--- src/hdl/ccr_map.svh ---
// Purpose: Byte addresses, bit positions, reset value and calendar limits
// Assumes: Byte-wide memory bus, 9-bit address
// Notes: Definitions only
`ifndef CCR_MAP_SVH
`define CCR_MAP_SVH

`define CCR_ADDR_SHARED_IE 9'h001
`define CCR_ADDR_SHARED_IFG 9'h003
`define CCR_ADDR_CTL 9'h041
`define CCR_ADDR_CNT1 9'h042
`define CCR_ADDR_CNT2 9'h043
`define CCR_ADDR_CNT3 9'h044
`define CCR_ADDR_CNT4 9'h045
`define CCR_ADDR_DAY 9'h04C
`define CCR_ADDR_MON 9'h04D
`define CCR_ADDR_YL 9'h04E
`define CCR_ADDR_YH 9'h04F

`define CCR_CTL_RESET 8'h40
`define CCR_BIT_BCD 7
`define CCR_BIT_HOLD 6
`define CCR_MODE_HI 5
`define CCR_MODE_LO 4
`define CCR_EV_HI 3
`define CCR_EV_LO 2
`define CCR_BIT_IE 1
`define CCR_BIT_FLAG 0
`define CCR_BIT_SHARED 7

`define CCR_MASK_SEC_HEX 8'h3F
`define CCR_MASK_SEC_BCD 8'h7F
`define CCR_MASK_HR_HEX 8'h1F
`define CCR_MASK_HR_BCD 8'h3F
`define CCR_MASK_DOW 8'h07
`define CCR_MASK_DAY_HEX 8'h1F
`define CCR_MASK_DAY_BCD 8'h3F
`define CCR_MASK_MON_HEX 8'h0F
`define CCR_MASK_MON_BCD 8'h1F
`define CCR_MASK_YH_HEX 8'h0F
`define CCR_MASK_YH_BCD 8'h7F

`define CCR_SEC_MAX 8'h3B
`define CCR_HR_MAX 8'h17
`define CCR_HR_NOON 8'h0C
`define CCR_DOW_MAX 8'h06
`define CCR_MON_MAX 8'h0C
`define CCR_FEB_DAYS 8'h1C
`define CCR_LEAP_DAYS 8'h1D
`define CCR_FIRST 8'h01
`define CCR_YL_BCD_MAX 8'h99
`define CCR_YH_BCD_MAX 8'h49

`endif

--- src/hdl/ccr_pkg.sv ---
// Purpose: Types shared by the calendar counter clock
// Assumes: Constants live in ccr_map.svh
// Notes: Mode enum follows the mode field order
package ccr_pkg;

  typedef logic [8:0] ccr_addr_t;

  typedef enum logic [1:0] {
    CCR_MODE_AUX,
    CCR_MODE_TAP,
    CCR_MODE_SUB,
    CCR_MODE_CAL
  } ccr_mode_e;

  typedef struct packed {
    logic wr;
    logic rd;
    ccr_addr_t addr;
    logic [7:0] wdata;
  } ccr_bus_s;

  typedef struct packed {
    logic [2:0] aux;
    logic [2:0] sub;
    logic [2:0] tap;
  } ccr_sync_s;

  typedef struct packed {
    logic [7:0] ctl;
    logic [3:0][7:0] cnt;
    logic [7:0] sec;
    logic [7:0] min;
    logic [7:0] hr;
    logic [7:0] dow;
    logic [7:0] day;
    logic [7:0] mon;
    logic [7:0] yl;
    logic [7:0] yh;
    logic ie7;
    logic ifg7;
    logic irq;
    logic halt;
    logic [7:0] rdData;
    ccr_sync_s sync;
  } ccr_state_s;

endpackage

--- src/hdl/ccr_core.sv ---
// Purpose: Cascaded 32-bit counter / calendar clock with shared interrupt bits
// Assumes: clk_sys 125 MHz; clock sources arrive as pins and are synchronised
// Notes: One prescaler tap edge is one calendar second
`timescale 1ns/1ps
`include "ccr_map.svh"

module ccr_core (
  input logic clk_sys,
  input logic rst_n,
  input logic ce,
  input ccr_pkg::ccr_bus_s busReq,
  output logic [7:0] rdData,
  input logic auxClkPin,
  input logic subMainClkPin,
  input logic prescalerTapPin,
  input logic prescalerEvent,
  input logic irqAck,
  input logic globalIrqEnable,
  output logic irqReq,
  output logic prescalerHalt
);
  import ccr_pkg::*;

  localparam ccr_state_s ST_RESET = '{
    ctl: `CCR_CTL_RESET, cnt: '0, sec: 8'h00, min: 8'h00, hr: 8'h00, dow: 8'h00,
    day: `CCR_FIRST, mon: `CCR_FIRST, yl: 8'h00, yh: 8'h00, ie7: 1'b0, ifg7: 1'b0,
    irq: 1'b0, halt: 1'b0, rdData: 8'h00, sync: '0};

  ccr_state_s s;
  ccr_state_s n;
  ccr_mode_e mode;
  logic bcd;
  logic calMode;
  logic cntWrite;
  logic tickSrc;
  logic tickCnt;
  logic tickCal;
  logic ovf;
  logic calEv;
  logic evHit;
  logic [3:0] carry;
  logic secW;
  logic minW;
  logic hrW;
  logic dayW;
  logic monW;
  logic leap;
  logic [7:0] dim;
  logic [7:0] monB;
  logic [7:0] ylB;
  logic [7:0] hrStep;
  logic [11:0] yearHex;

  ////////////////////////////////////////////////////////////////////////////
  // Format helpers: hex is plain binary, BCD is two nibbles

  function automatic logic [7:0] fmtOf(input logic [7:0] bin, input logic isBcd);
    logic [7:0] t;
    logic [7:0] u;
    t = bin / 8'h0A;
    u = bin % 8'h0A;
    return isBcd ? {t[3:0], u[3:0]} : bin;
  endfunction

  function automatic logic [7:0] binOf(input logic [7:0] v, input logic isBcd);
    return isBcd ? 8'({4'h0, v[7:4]} * 8'h0A + {4'h0, v[3:0]}) : v;
  endfunction

  function automatic logic [7:0] stepOf(input logic [7:0] v, input logic isBcd);
    if (isBcd && v[3:0] == 4'h9) begin
      return {v[7:4] + 4'h1, 4'h0};
    end
    return v + 8'h01;
  endfunction

  ////////////////////////////////////////////////////////////////////////////
  // Next-state logic

  always_comb begin
    n = s;
    bcd = s.ctl[`CCR_BIT_BCD];
    mode = ccr_mode_e'(s.ctl[`CCR_MODE_HI:`CCR_MODE_LO]);
    calMode = (mode == CCR_MODE_CAL);

    // Pin clocks: two stages before any use, third only for edge detect
    n.sync.aux = {s.sync.aux[1:0], auxClkPin};
    n.sync.sub = {s.sync.sub[1:0], subMainClkPin};
    n.sync.tap = {s.sync.tap[1:0], prescalerTapPin};

    // Writing a counting register stops the clock for that cycle
    cntWrite = busReq.wr && ((busReq.addr >= `CCR_ADDR_CNT1 && busReq.addr <= `CCR_ADDR_CNT4)
      || (busReq.addr >= `CCR_ADDR_DAY && busReq.addr <= `CCR_ADDR_YH));

    case (mode)
      CCR_MODE_AUX: tickSrc = s.sync.aux[1] & ~s.sync.aux[2];
      CCR_MODE_SUB: tickSrc = s.sync.sub[1] & ~s.sync.sub[2];
      CCR_MODE_TAP: tickSrc = s.sync.tap[1] & ~s.sync.tap[2];
      CCR_MODE_CAL: tickSrc = s.sync.tap[1] & ~s.sync.tap[2];
      default: tickSrc = 1'b0;
    endcase
    tickCnt = tickSrc & ~s.ctl[`CCR_BIT_HOLD] & ~cntWrite & ~calMode;
    tickCal = tickSrc & ~s.ctl[`CCR_BIT_HOLD] & ~cntWrite & calMode;

    // Cascaded counter
    carry[0] = (s.cnt[0] == 8'hFF);
    for (int i = 1; i < 4; i++) begin
      carry[i] = carry[i-1] & (s.cnt[i] == 8'hFF);
    end
    if (tickCnt) begin
      n.cnt[0] = s.cnt[0] + 8'h01;
      for (int i = 1; i < 4; i++) begin
        if (carry[i-1]) begin
          n.cnt[i] = s.cnt[i] + 8'h01;
        end
      end
    end
    ovf = tickCnt & carry[s.ctl[`CCR_EV_HI:`CCR_EV_LO]];

    // Calendar
    monB = binOf(s.mon, bcd);
    ylB = binOf(s.yl, bcd);
    leap = (ylB[1:0] == 2'b00);
    case (monB)
      8'h02: dim = leap ? `CCR_LEAP_DAYS : `CCR_FEB_DAYS;
      8'h04, 8'h06, 8'h09, 8'h0B: dim = 8'h1E;
      default: dim = 8'h1F;
    endcase
    secW = (s.sec == fmtOf(`CCR_SEC_MAX, bcd));
    minW = (s.min == fmtOf(`CCR_SEC_MAX, bcd));
    hrW = (s.hr == fmtOf(`CCR_HR_MAX, bcd));
    dayW = (s.day == fmtOf(dim, bcd));
    monW = (s.mon == fmtOf(`CCR_MON_MAX, bcd));
    hrStep = stepOf(s.hr, bcd);
    yearHex = {s.yh[3:0], s.yl} + 12'h001;
    if (tickCal) begin
      n.sec = secW ? 8'h00 : stepOf(s.sec, bcd);
      if (secW) begin
        n.min = minW ? 8'h00 : stepOf(s.min, bcd);
      end
      if (secW && minW) begin
        n.hr = hrW ? 8'h00 : hrStep;
      end
      if (secW && minW && hrW) begin
        n.dow = (s.dow == `CCR_DOW_MAX) ? 8'h00 : s.dow + 8'h01;
        n.day = dayW ? `CCR_FIRST : stepOf(s.day, bcd);
        if (dayW) begin
          n.mon = monW ? `CCR_FIRST : stepOf(s.mon, bcd);
        end
        if (dayW && monW) begin
          if (bcd) begin
            n.yl = (s.yl == `CCR_YL_BCD_MAX) ? 8'h00 : stepOf(s.yl, 1'b1);
            if (s.yl == `CCR_YL_BCD_MAX) begin
              n.yh = (s.yh == `CCR_YH_BCD_MAX) ? 8'h00 : stepOf(s.yh, 1'b1);
            end
          end else begin
            n.yl = yearHex[7:0];
            n.yh = {4'h0, yearHex[11:8]};
          end
        end
      end
    end
    case (s.ctl[`CCR_EV_HI:`CCR_EV_LO])
      2'b00: calEv = tickCal & secW;
      2'b01: calEv = tickCal & secW & minW;
      2'b10: calEv = tickCal & secW & minW & hrW;
      2'b11: calEv = tickCal & secW & minW & (hrStep == fmtOf(`CCR_HR_NOON, bcd));
      default: calEv = 1'b0;
    endcase
    evHit = ovf | calEv;

    // Service clears the shared flag, and the event flag only while IE is set, unless an event lands in the same cycle
    if (irqAck) begin
      n.ifg7 = 1'b0;
      if (s.ctl[`CCR_BIT_IE]) begin
        n.ctl[`CCR_BIT_FLAG] = 1'b0;
      end
    end

    ////////////////////////////////////////////////////////////////////////
    // Register writes; masks keep unused bits at zero in each format

    if (busReq.wr) begin
      case (busReq.addr)
        `CCR_ADDR_CTL: begin
          n.ctl = busReq.wdata;
          if ((busReq.wdata[`CCR_MODE_HI:`CCR_MODE_LO] == 2'b11 && !calMode)
              || busReq.wdata[`CCR_BIT_BCD] != bcd) begin
            n.sec = 8'h00;
            n.min = 8'h00;
            n.hr = 8'h00;
            n.dow = 8'h00;
            n.yl = 8'h00;
            n.yh = 8'h00;
            n.day = `CCR_FIRST;
            n.mon = `CCR_FIRST;
          end
        end
        `CCR_ADDR_CNT1: begin
          if (calMode) begin
            n.sec = busReq.wdata & (bcd ? `CCR_MASK_SEC_BCD : `CCR_MASK_SEC_HEX);
          end else begin
            n.cnt[0] = busReq.wdata;
          end
        end
        `CCR_ADDR_CNT2: begin
          if (calMode) begin
            n.min = busReq.wdata & (bcd ? `CCR_MASK_SEC_BCD : `CCR_MASK_SEC_HEX);
          end else begin
            n.cnt[1] = busReq.wdata;
          end
        end
        `CCR_ADDR_CNT3: begin
          if (calMode) begin
            n.hr = busReq.wdata & (bcd ? `CCR_MASK_HR_BCD : `CCR_MASK_HR_HEX);
          end else begin
            n.cnt[2] = busReq.wdata;
          end
        end
        `CCR_ADDR_CNT4: begin
          if (calMode) begin
            n.dow = busReq.wdata & `CCR_MASK_DOW;
          end else begin
            n.cnt[3] = busReq.wdata;
          end
        end
        `CCR_ADDR_DAY: n.day = busReq.wdata & (bcd ? `CCR_MASK_DAY_BCD : `CCR_MASK_DAY_HEX);
        `CCR_ADDR_MON: n.mon = busReq.wdata & (bcd ? `CCR_MASK_MON_BCD : `CCR_MASK_MON_HEX);
        `CCR_ADDR_YL: n.yl = busReq.wdata;
        `CCR_ADDR_YH: n.yh = busReq.wdata & (bcd ? `CCR_MASK_YH_BCD : `CCR_MASK_YH_HEX);
        // Only bit 7 lives here; other modules own bits 6-0
        `CCR_ADDR_SHARED_IE: n.ie7 = busReq.wdata[`CCR_BIT_SHARED];
        `CCR_ADDR_SHARED_IFG: n.ifg7 = busReq.wdata[`CCR_BIT_SHARED];
        default: n.ifg7 = n.ifg7;
      endcase
    end

    // Sets come last so an event never loses to a clear
    if (evHit) begin
      n.ctl[`CCR_BIT_FLAG] = 1'b1;
      if (s.ctl[`CCR_BIT_IE]) begin
        n.ifg7 = 1'b1;
      end
    end
    if (prescalerEvent && !s.ctl[`CCR_BIT_IE]) begin
      n.ifg7 = 1'b1;
    end
    n.irq = n.ifg7 & n.ie7 & globalIrqEnable;
    n.halt = n.ctl[`CCR_BIT_HOLD] & (n.ctl[`CCR_MODE_HI:`CCR_MODE_LO] == 2'b11);

    ////////////////////////////////////////////////////////////////////////
    // Read data, one cycle after the strobe; unmapped reads zero

    if (busReq.rd) begin
      case (busReq.addr)
        `CCR_ADDR_CTL: n.rdData = s.ctl;
        `CCR_ADDR_CNT1: n.rdData = calMode ? s.sec : s.cnt[0];
        `CCR_ADDR_CNT2: n.rdData = calMode ? s.min : s.cnt[1];
        `CCR_ADDR_CNT3: n.rdData = calMode ? s.hr : s.cnt[2];
        `CCR_ADDR_CNT4: n.rdData = calMode ? s.dow : s.cnt[3];
        `CCR_ADDR_DAY: n.rdData = s.day;
        `CCR_ADDR_MON: n.rdData = s.mon;
        `CCR_ADDR_YL: n.rdData = s.yl;
        `CCR_ADDR_YH: n.rdData = s.yh;
        `CCR_ADDR_SHARED_IE: n.rdData = {s.ie7, 7'h00};
        `CCR_ADDR_SHARED_IFG: n.rdData = {s.ifg7, 7'h00};
        default: n.rdData = 8'h00;
      endcase
    end
  end

  always_ff @(posedge clk_sys) begin
    if (!rst_n) begin
      s <= ST_RESET;
    end else if (ce) begin
      s <= n;
    end
  end

  assign rdData = s.rdData;
  assign irqReq = s.irq;
  assign prescalerHalt = s.halt;
endmodule // ccr_core

--- config.mk ---
export PLATFORM = sky130hd
export DESIGN_NAME = ccr_core
export DESIGN_NICKNAME = d
export VERILOG_FILES = /design/src/hdl/ccr_pkg.sv /design/src/hdl/ccr_core.sv
export VERILOG_INCLUDE_DIRS = /design/src /design/src/hdl
export SDC_FILE = /design/constraint.sdc
export NUM_CORES = 1
export LEC_CHECK = 0
export BUFFER_PORTS_ARGS = -buffer_cell sky130_fd_sc_hd__buf_2
export CELL_PAD_IN_SITES_DETAIL_PLACEMENT = 1
export CELL_PAD_IN_SITES_GLOBAL_PLACEMENT = 2
export CORE_AREA = 3 3 165 167
export CTS_BUF_LIST = sky130_fd_sc_hd__clkbuf_8
export DETAILED_ROUTE_END_ITERATION = 7
export DIE_AREA = 0 0 168 170
export PLACE_DENSITY = 0.88
export SLEW_MARGIN = 20
export SYNTH_ARGS = -nofsm -noshare
export SYNTH_HDL_FRONTEND = slang
export SYNTH_SLANG_ARGS = --single-unit
--- constraint.sdc ---
create_clock -name clk_sys -period 11.05 [get_ports clk_sys]
set_input_delay 1.105 -clock clk_sys [delete_from_list [all_inputs] [get_ports clk_sys]]
set_output_delay 1.105 -clock clk_sys [all_outputs]
set_load 0.01 [all_outputs]
Word-level counts from Yosys, hierarchy flattened:

Cells that the tools add are included.
W data, S select, Z words.

* divide/modulo/power cells: 2
* mux-type cells: 111
* multipliers: 2
* equality and inequality tests: 45
* magnitude comparators: 5
* bitwise gates (word level): 29
* reduce and logical (&&, ||, !) cells: 24
* add/subtract/negate cells: 22

Operator list (number)
* $mux W8: 47
* $mux W64: 2
* $pmux W8 S2: 8
* $mux W105: 1
* $add A8 B1 Y8 const B: 12
* $pmux W8 S11: 1
* $eq A9 B7 Y1 const B: 9
* $eq A8 B8 Y1 const B: 5
* $mux W40: 1
* $mux W1: 35
* $mux W16: 2
* $mux W32: 1
* $add A4 B1 Y4 const B: 7
* $eq A4 B4 Y1 const B: 7
* $mux W7: 4
* $eq A8 B3 Y1 const B: 3
* $eq A8 B8 Y1: 3
* $and A1 B1 Y1: 18
* $ge A9 B7 Y1 const B: 2
* $le A9 B7 Y1 const B: 2
* $and A8 B7 Y8: 2
* $eq A8 B4 Y1 const B: 2
* $logic_and A1 B1 Y1: 13
* $add A12 B1 Y12 const B: 1
* other kinds (35): 52

* input bits: 28
* output and inout bits: 10
* word-level logic and storage cells: 262
* register bits after elaboration: 125

Depth between registers and ports, before layout:

* word-level depth: 28
* depth in mapped cells: 13
* depth with buffers taken out: 12

Worst setup path after synthesis:

No wires, ideal clock.

* path type: register to register
* start point: reg s[42] (netlist bit)
* end point: reg s[35] (netlist bit)
* period minus slack after synthesis: 3.748 ns
* cell stages (with the launch flop): 14
* path buffers: 1
* path slack: 7.302 ns
* data required time: 10.991 ns
* library setup time: 0.059 ns
* arrival: 3.689 ns
* path through: dfxtp_1 > ha_1 > ha_1 > fa_1 > nand3b_1 > nor4bb_1 > o22ai_1 > a211oi_4 > xnor2_1 > or4_1 > buf_2 > or3_1 > nor4_1 > o31a_1

* word-level cells in the longest chain between the ends: 16
* elaborated cells on any way between the ends: 22
* those cells by class: 1 x add/sub; 1 x mul; 2 x div; 7 x eq/ne; 9 x mux; 2 x reduce/logical

RTL lines
* from (decl): RTL line ccr_core.sv:29 `ccr_state_s s;`
* from (signal assigned): RTL line ccr_core.sv:275 `s <= n;`
* $mul A4 B3 Y7: RTL line ccr_core.sv:66 `return isBcd ? 8'({4'h0, v[7:4]} * 8'h0A + {4'h0, v[3:0]}) : v;`
* $add A8 B4 Y8: RTL line ccr_core.sv:66
* $mux W8: RTL line ccr_core.sv:66
* $eq A8 B3 Y1 / $eq A8 B4 Y1 (equally long branches): RTL line ccr_core.sv:123 `case (monB)`
* $reduce_or A4 Y1: RTL line ccr_core.sv:123
* $pmux W2 S2: RTL line ccr_core.sv:123
* $mod A8 B4 Y8 / $div A8 B4 Y8 (equally long branches): RTL line ccr_core.sv:61, ccr_core.sv:60
* $mux W8: RTL line ccr_core.sv:62 `return isBcd ? {t[3:0], u[3:0]} : bin;`
* $eq A8 B8 Y1: RTL line ccr_core.sv:131 `dayW = (s.day == fmtOf(dim, bcd));`
* $logic_and A1 B1 Y1 (*): RTL line ccr_core.sv:149 `if (dayW && monW) begin`
* $mux W16 (*): RTL line ccr_core.sv:149
* $mux W40 (*): RTL line ccr_core.sv:143 `if (secW && minW && hrW) begin`
* $mux W64 (*): RTL line ccr_core.sv:135 `if (tickCal) begin`
* $mux W64: RTL line ccr_core.sv:186 `` if ((busReq.wdata[`CCR_MODE_HI:`CCR_MODE_LO] == 2'b11 && !calMode) ``
* $pmux W8 S2: RTL line ccr_core.sv:183 `case (busReq.addr)`
* $mux W105 (*): RTL line ccr_core.sv:182 `if (busReq.wr) begin`

Mark *: on every way between the ends. The rest lies on a longest branch, timed or not.
A chain may end at the register's enable or synchronous reset.

Worst setup path after layout:

* start point: reg s[42] (netlist bit)
* end point: reg s[41] (netlist bit)

* word-level cells in the longest chain between the ends: 15
* elaborated cells on any way between the ends: 22
* those cells by class: 1 x add/sub; 1 x mul; 2 x div; 7 x eq/ne; 10 x mux; 1 x reduce/logical

RTL lines
* $mul A4 B3 Y7: RTL line ccr_core.sv:66
* $add A8 B4 Y8: RTL line ccr_core.sv:66
* $mux W8: RTL line ccr_core.sv:66
* $eq A8 B3 Y1 / $eq A8 B4 Y1 (equally long branches): RTL line ccr_core.sv:123
* $reduce_or A4 Y1: RTL line ccr_core.sv:123
* $pmux W2 S2: RTL line ccr_core.sv:123
* $mod A8 B4 Y8 / $div A8 B4 Y8 (equally long branches): RTL line ccr_core.sv:61, ccr_core.sv:60
* $mux W8: RTL line ccr_core.sv:62
* $eq A8 B8 Y1: RTL line ccr_core.sv:131
* $mux W8 (*): RTL line ccr_core.sv:146 `if (dayW) begin`
* $mux W40 (*): RTL line ccr_core.sv:143
* $mux W64 (*): RTL line ccr_core.sv:135
* $mux W64: RTL line ccr_core.sv:186
* $pmux W8 S2: RTL line ccr_core.sv:183
* $mux W105 (*): RTL line ccr_core.sv:182

Marks and branches as above.

==> metrics <==
final hold vios=0; largest net degree at the start of global routing=86; antenna violations before repair=5; Final #Nets=1507; Pre-antenna DRT Iters=6; placed instance count=1757; site row count=59; commonest cells after routing, fill and taps aside=nand2_1, nor2_1, a21oi_1, dfxtp_1, o21ai_0; EDFF count, synth=0; hold depth=2; hold_buf cts=0; number of library cell types mapped by synthesis=84; Worst slew margin=25.9%; syn nets=1553; wire length of the first global-routing pass=67100 µm; CP max FO=14; flop-to-flop setup slack=6630 ps; CP Data Arrival Time=4840 ps; Layout Cells excl Fill=1791; Peak Freq=226 MHz; vias in the first global route=11500; Max-Cap Viols=0; RSZ-0062 raised after global routing=false; CTS Buf Count=17; synthesized flop and latch total=125; Fin Setup TNS=0 ps; Setup crit start kind=register; Synth async-reset ratio=0%; syn avg cell area=6.92 µm²; Via Count=11900; post-DP HPWL=30800 µm; Clock Sinks=125; htree depth=4; Worst VDD drop=0.0000599 V; core box area=25900 µm²; gr ovfl total=0; Die X=168 µm; routed len/inst=24.2 µm; Final ANT Viol Nets=0; Post-CTS Setup Bufs=0; crit path kind=register to register; status=finished clean; Final period util=40.0%; Max Transition Viols Final=0; Clk pin slew, worst setup/hold paths=100 ps; fin worst setup slack=6630 ps; initial core utilization=39.7%; Place WS=6560 ps; Cells after Synth=1487; CTS tree=built; Critical Path RT=11470 ps; critical path endpoint category=register; routability cong.=0.950; Worst-Margin Slew=1100 ps; I/O pin count=38; Post-CTS Resized=0; sequential area share after synthesis=24.3%; # DRC=0; Register-to-Register Path Depth=12; post-layout util=42.2%; fill count=3375; port bufs=37; clock skew=21.1 ps; ys flop type=dfxtp_1; vias per cell=6.63; Hold Crit Class=register to register; Iter 0 DRT Violations=1103; Lkg Pwr=3.70 nW; total wire length=43300 µm; layout cells sized above 1=7.50%; most common cell after layout, fill and taps aside=nand2_1; Area growth, synth to finish=6.28%; Cell Pwr Density=92.4 nW/µm²; Final min period=4420 ps; clock root cell=clkbuf_8; synth warn=0; gr usage total=29.5%; Die H=170 µm; Setup violations, final=0; clock latency on the worst-skew pair=480 ps; maximum root-to-sink buffer count=2; Synth Cell Area=10300 µm²; DIE AREA=28600 µm²
==> state kept, by name, indices dropped and copies added, names as in the netlist, named ones only <==
register	flops
bcd	1
irqReq	1
mode	2
n	6
prescalerHalt	1
rdData	8
s	99
==> metal layers <==
metal  global-route usage [%]  part of all wire [%]  vias to the layer above  routed length [µm]
met5                        0                 0.095                        -                  41
met1                     38.0                    42                     5833               18400
met3                     7.36                   8.2                      107                3530
met2                     47.0                    45                      519               19600
met4                     13.1                   4.1                        6                1760
li1                         -                     -                     5405                   -
==> cell families (layout without fill, tap and decap cells) <==
logic type,count (synthesis),count (layout),synth area share [%]
compound gates,473,473,28.9
xor+xnor,12,12,1.02
fa+ha+maj,38,38,4.77
buf+inv,155,122,6.03
flops,125,125,24.3
mux,40,40,4.10
other cells,0,2,0
simple gates,644,644,30.8
==> final cells by class <==
cell class	instances	area (µm²)	share of cell area [%]
Antenna cell	2	5.00	0.0458
Clock buffer	17	234	2.14
Clock inverter	15	168	1.53
Inverter	41	155	1.42
Multi-Input combinational cell	1207	7170	65.6
Sequential cell	125	2500	22.9
Tap cell	335	419	3.83
Timing Repair Buffer	49	278	2.54
==> Yosys cell counts (all sizes together) (7+ instances only) <==
cell | instances | area share [%]
nand4 | 27 | 1.6
nand3 | 81 | 3.9
o21ai | 125 | 6.1
inv | 41 | 1.5
mux2 | 7 | 0.77
a221oi | 13 | 1.1
nor3 | 41 | 2.0
a21boi | 7 | 0.51
nor2 | 146 | 5.3
clkbuf | 86 | 3.2
nand2b | 11 | 0.67
a22oi | 23 | 1.7
or2 | 7 | 0.43
ha | 36 | 4.4
nor4bb | 8 | 0.78
o211ai | 13 | 0.95
a31oi | 24 | 1.5
a21oi | 132 | 6.4
nand3b | 9 | 0.66
mux2i | 32 | 3.1
a21o | 7 | 0.51
nor4b | 7 | 0.66
and3 | 26 | 1.6
o22ai | 29 | 1.8
xnor2 | 7 | 0.60
dfxtp | 125 | 24
o31ai | 7 | 0.51
and4 | 11 | 0.94
and2 | 14 | 0.85
buf | 28 | 1.4
a211oi | 23 | 1.8
nand2 | 203 | 7.4
nor4 | 12 | 0.88
or3 | 10 | 0.61
==> through the flow <==
step / power, mW / area [µm²] / hold WS [ps]
after CTS: 1.01 / 10900 / 497
after detailed placement: 0.574 / 10500 / 476
final: 1.01 / 10900 / 493
after global routing: 1.04 / 10900 / 520
after floorplan: 0.537 / 10300 / 451
after global placement: 0.572 / 10500 / 463
==> path summary, 6_finish.rpt <==
kind         startpoint         to
min reg2reg   rdData[2]  rdData[2]
max               s[42]      s[41]
max reg2reg       s[42]      s[41]
min           rdData[2]  rdData[2]
==> power breakdown <==
part,total (mW),switching [mW],internal [mW]
Combinational,0.0937,0.0669,0.0268
Sequential,0.473,0.0157,0.457
Clock,0.443,0.252,0.191
==> critical path, cell delays in order (launching register included) <==
cell	delay [ps]
dfxtp_1	600
ha_1	320
ha_1	240
fa_1	510
nand3b_1	80
nor4bb_1	280
o22ai_1	210
a211oi_4	350
xnor2_1	200
nand3_1	410
or4b_2	780
a211oi_1	260
a31o_2	140
Power figures use the tool's default switching activity.
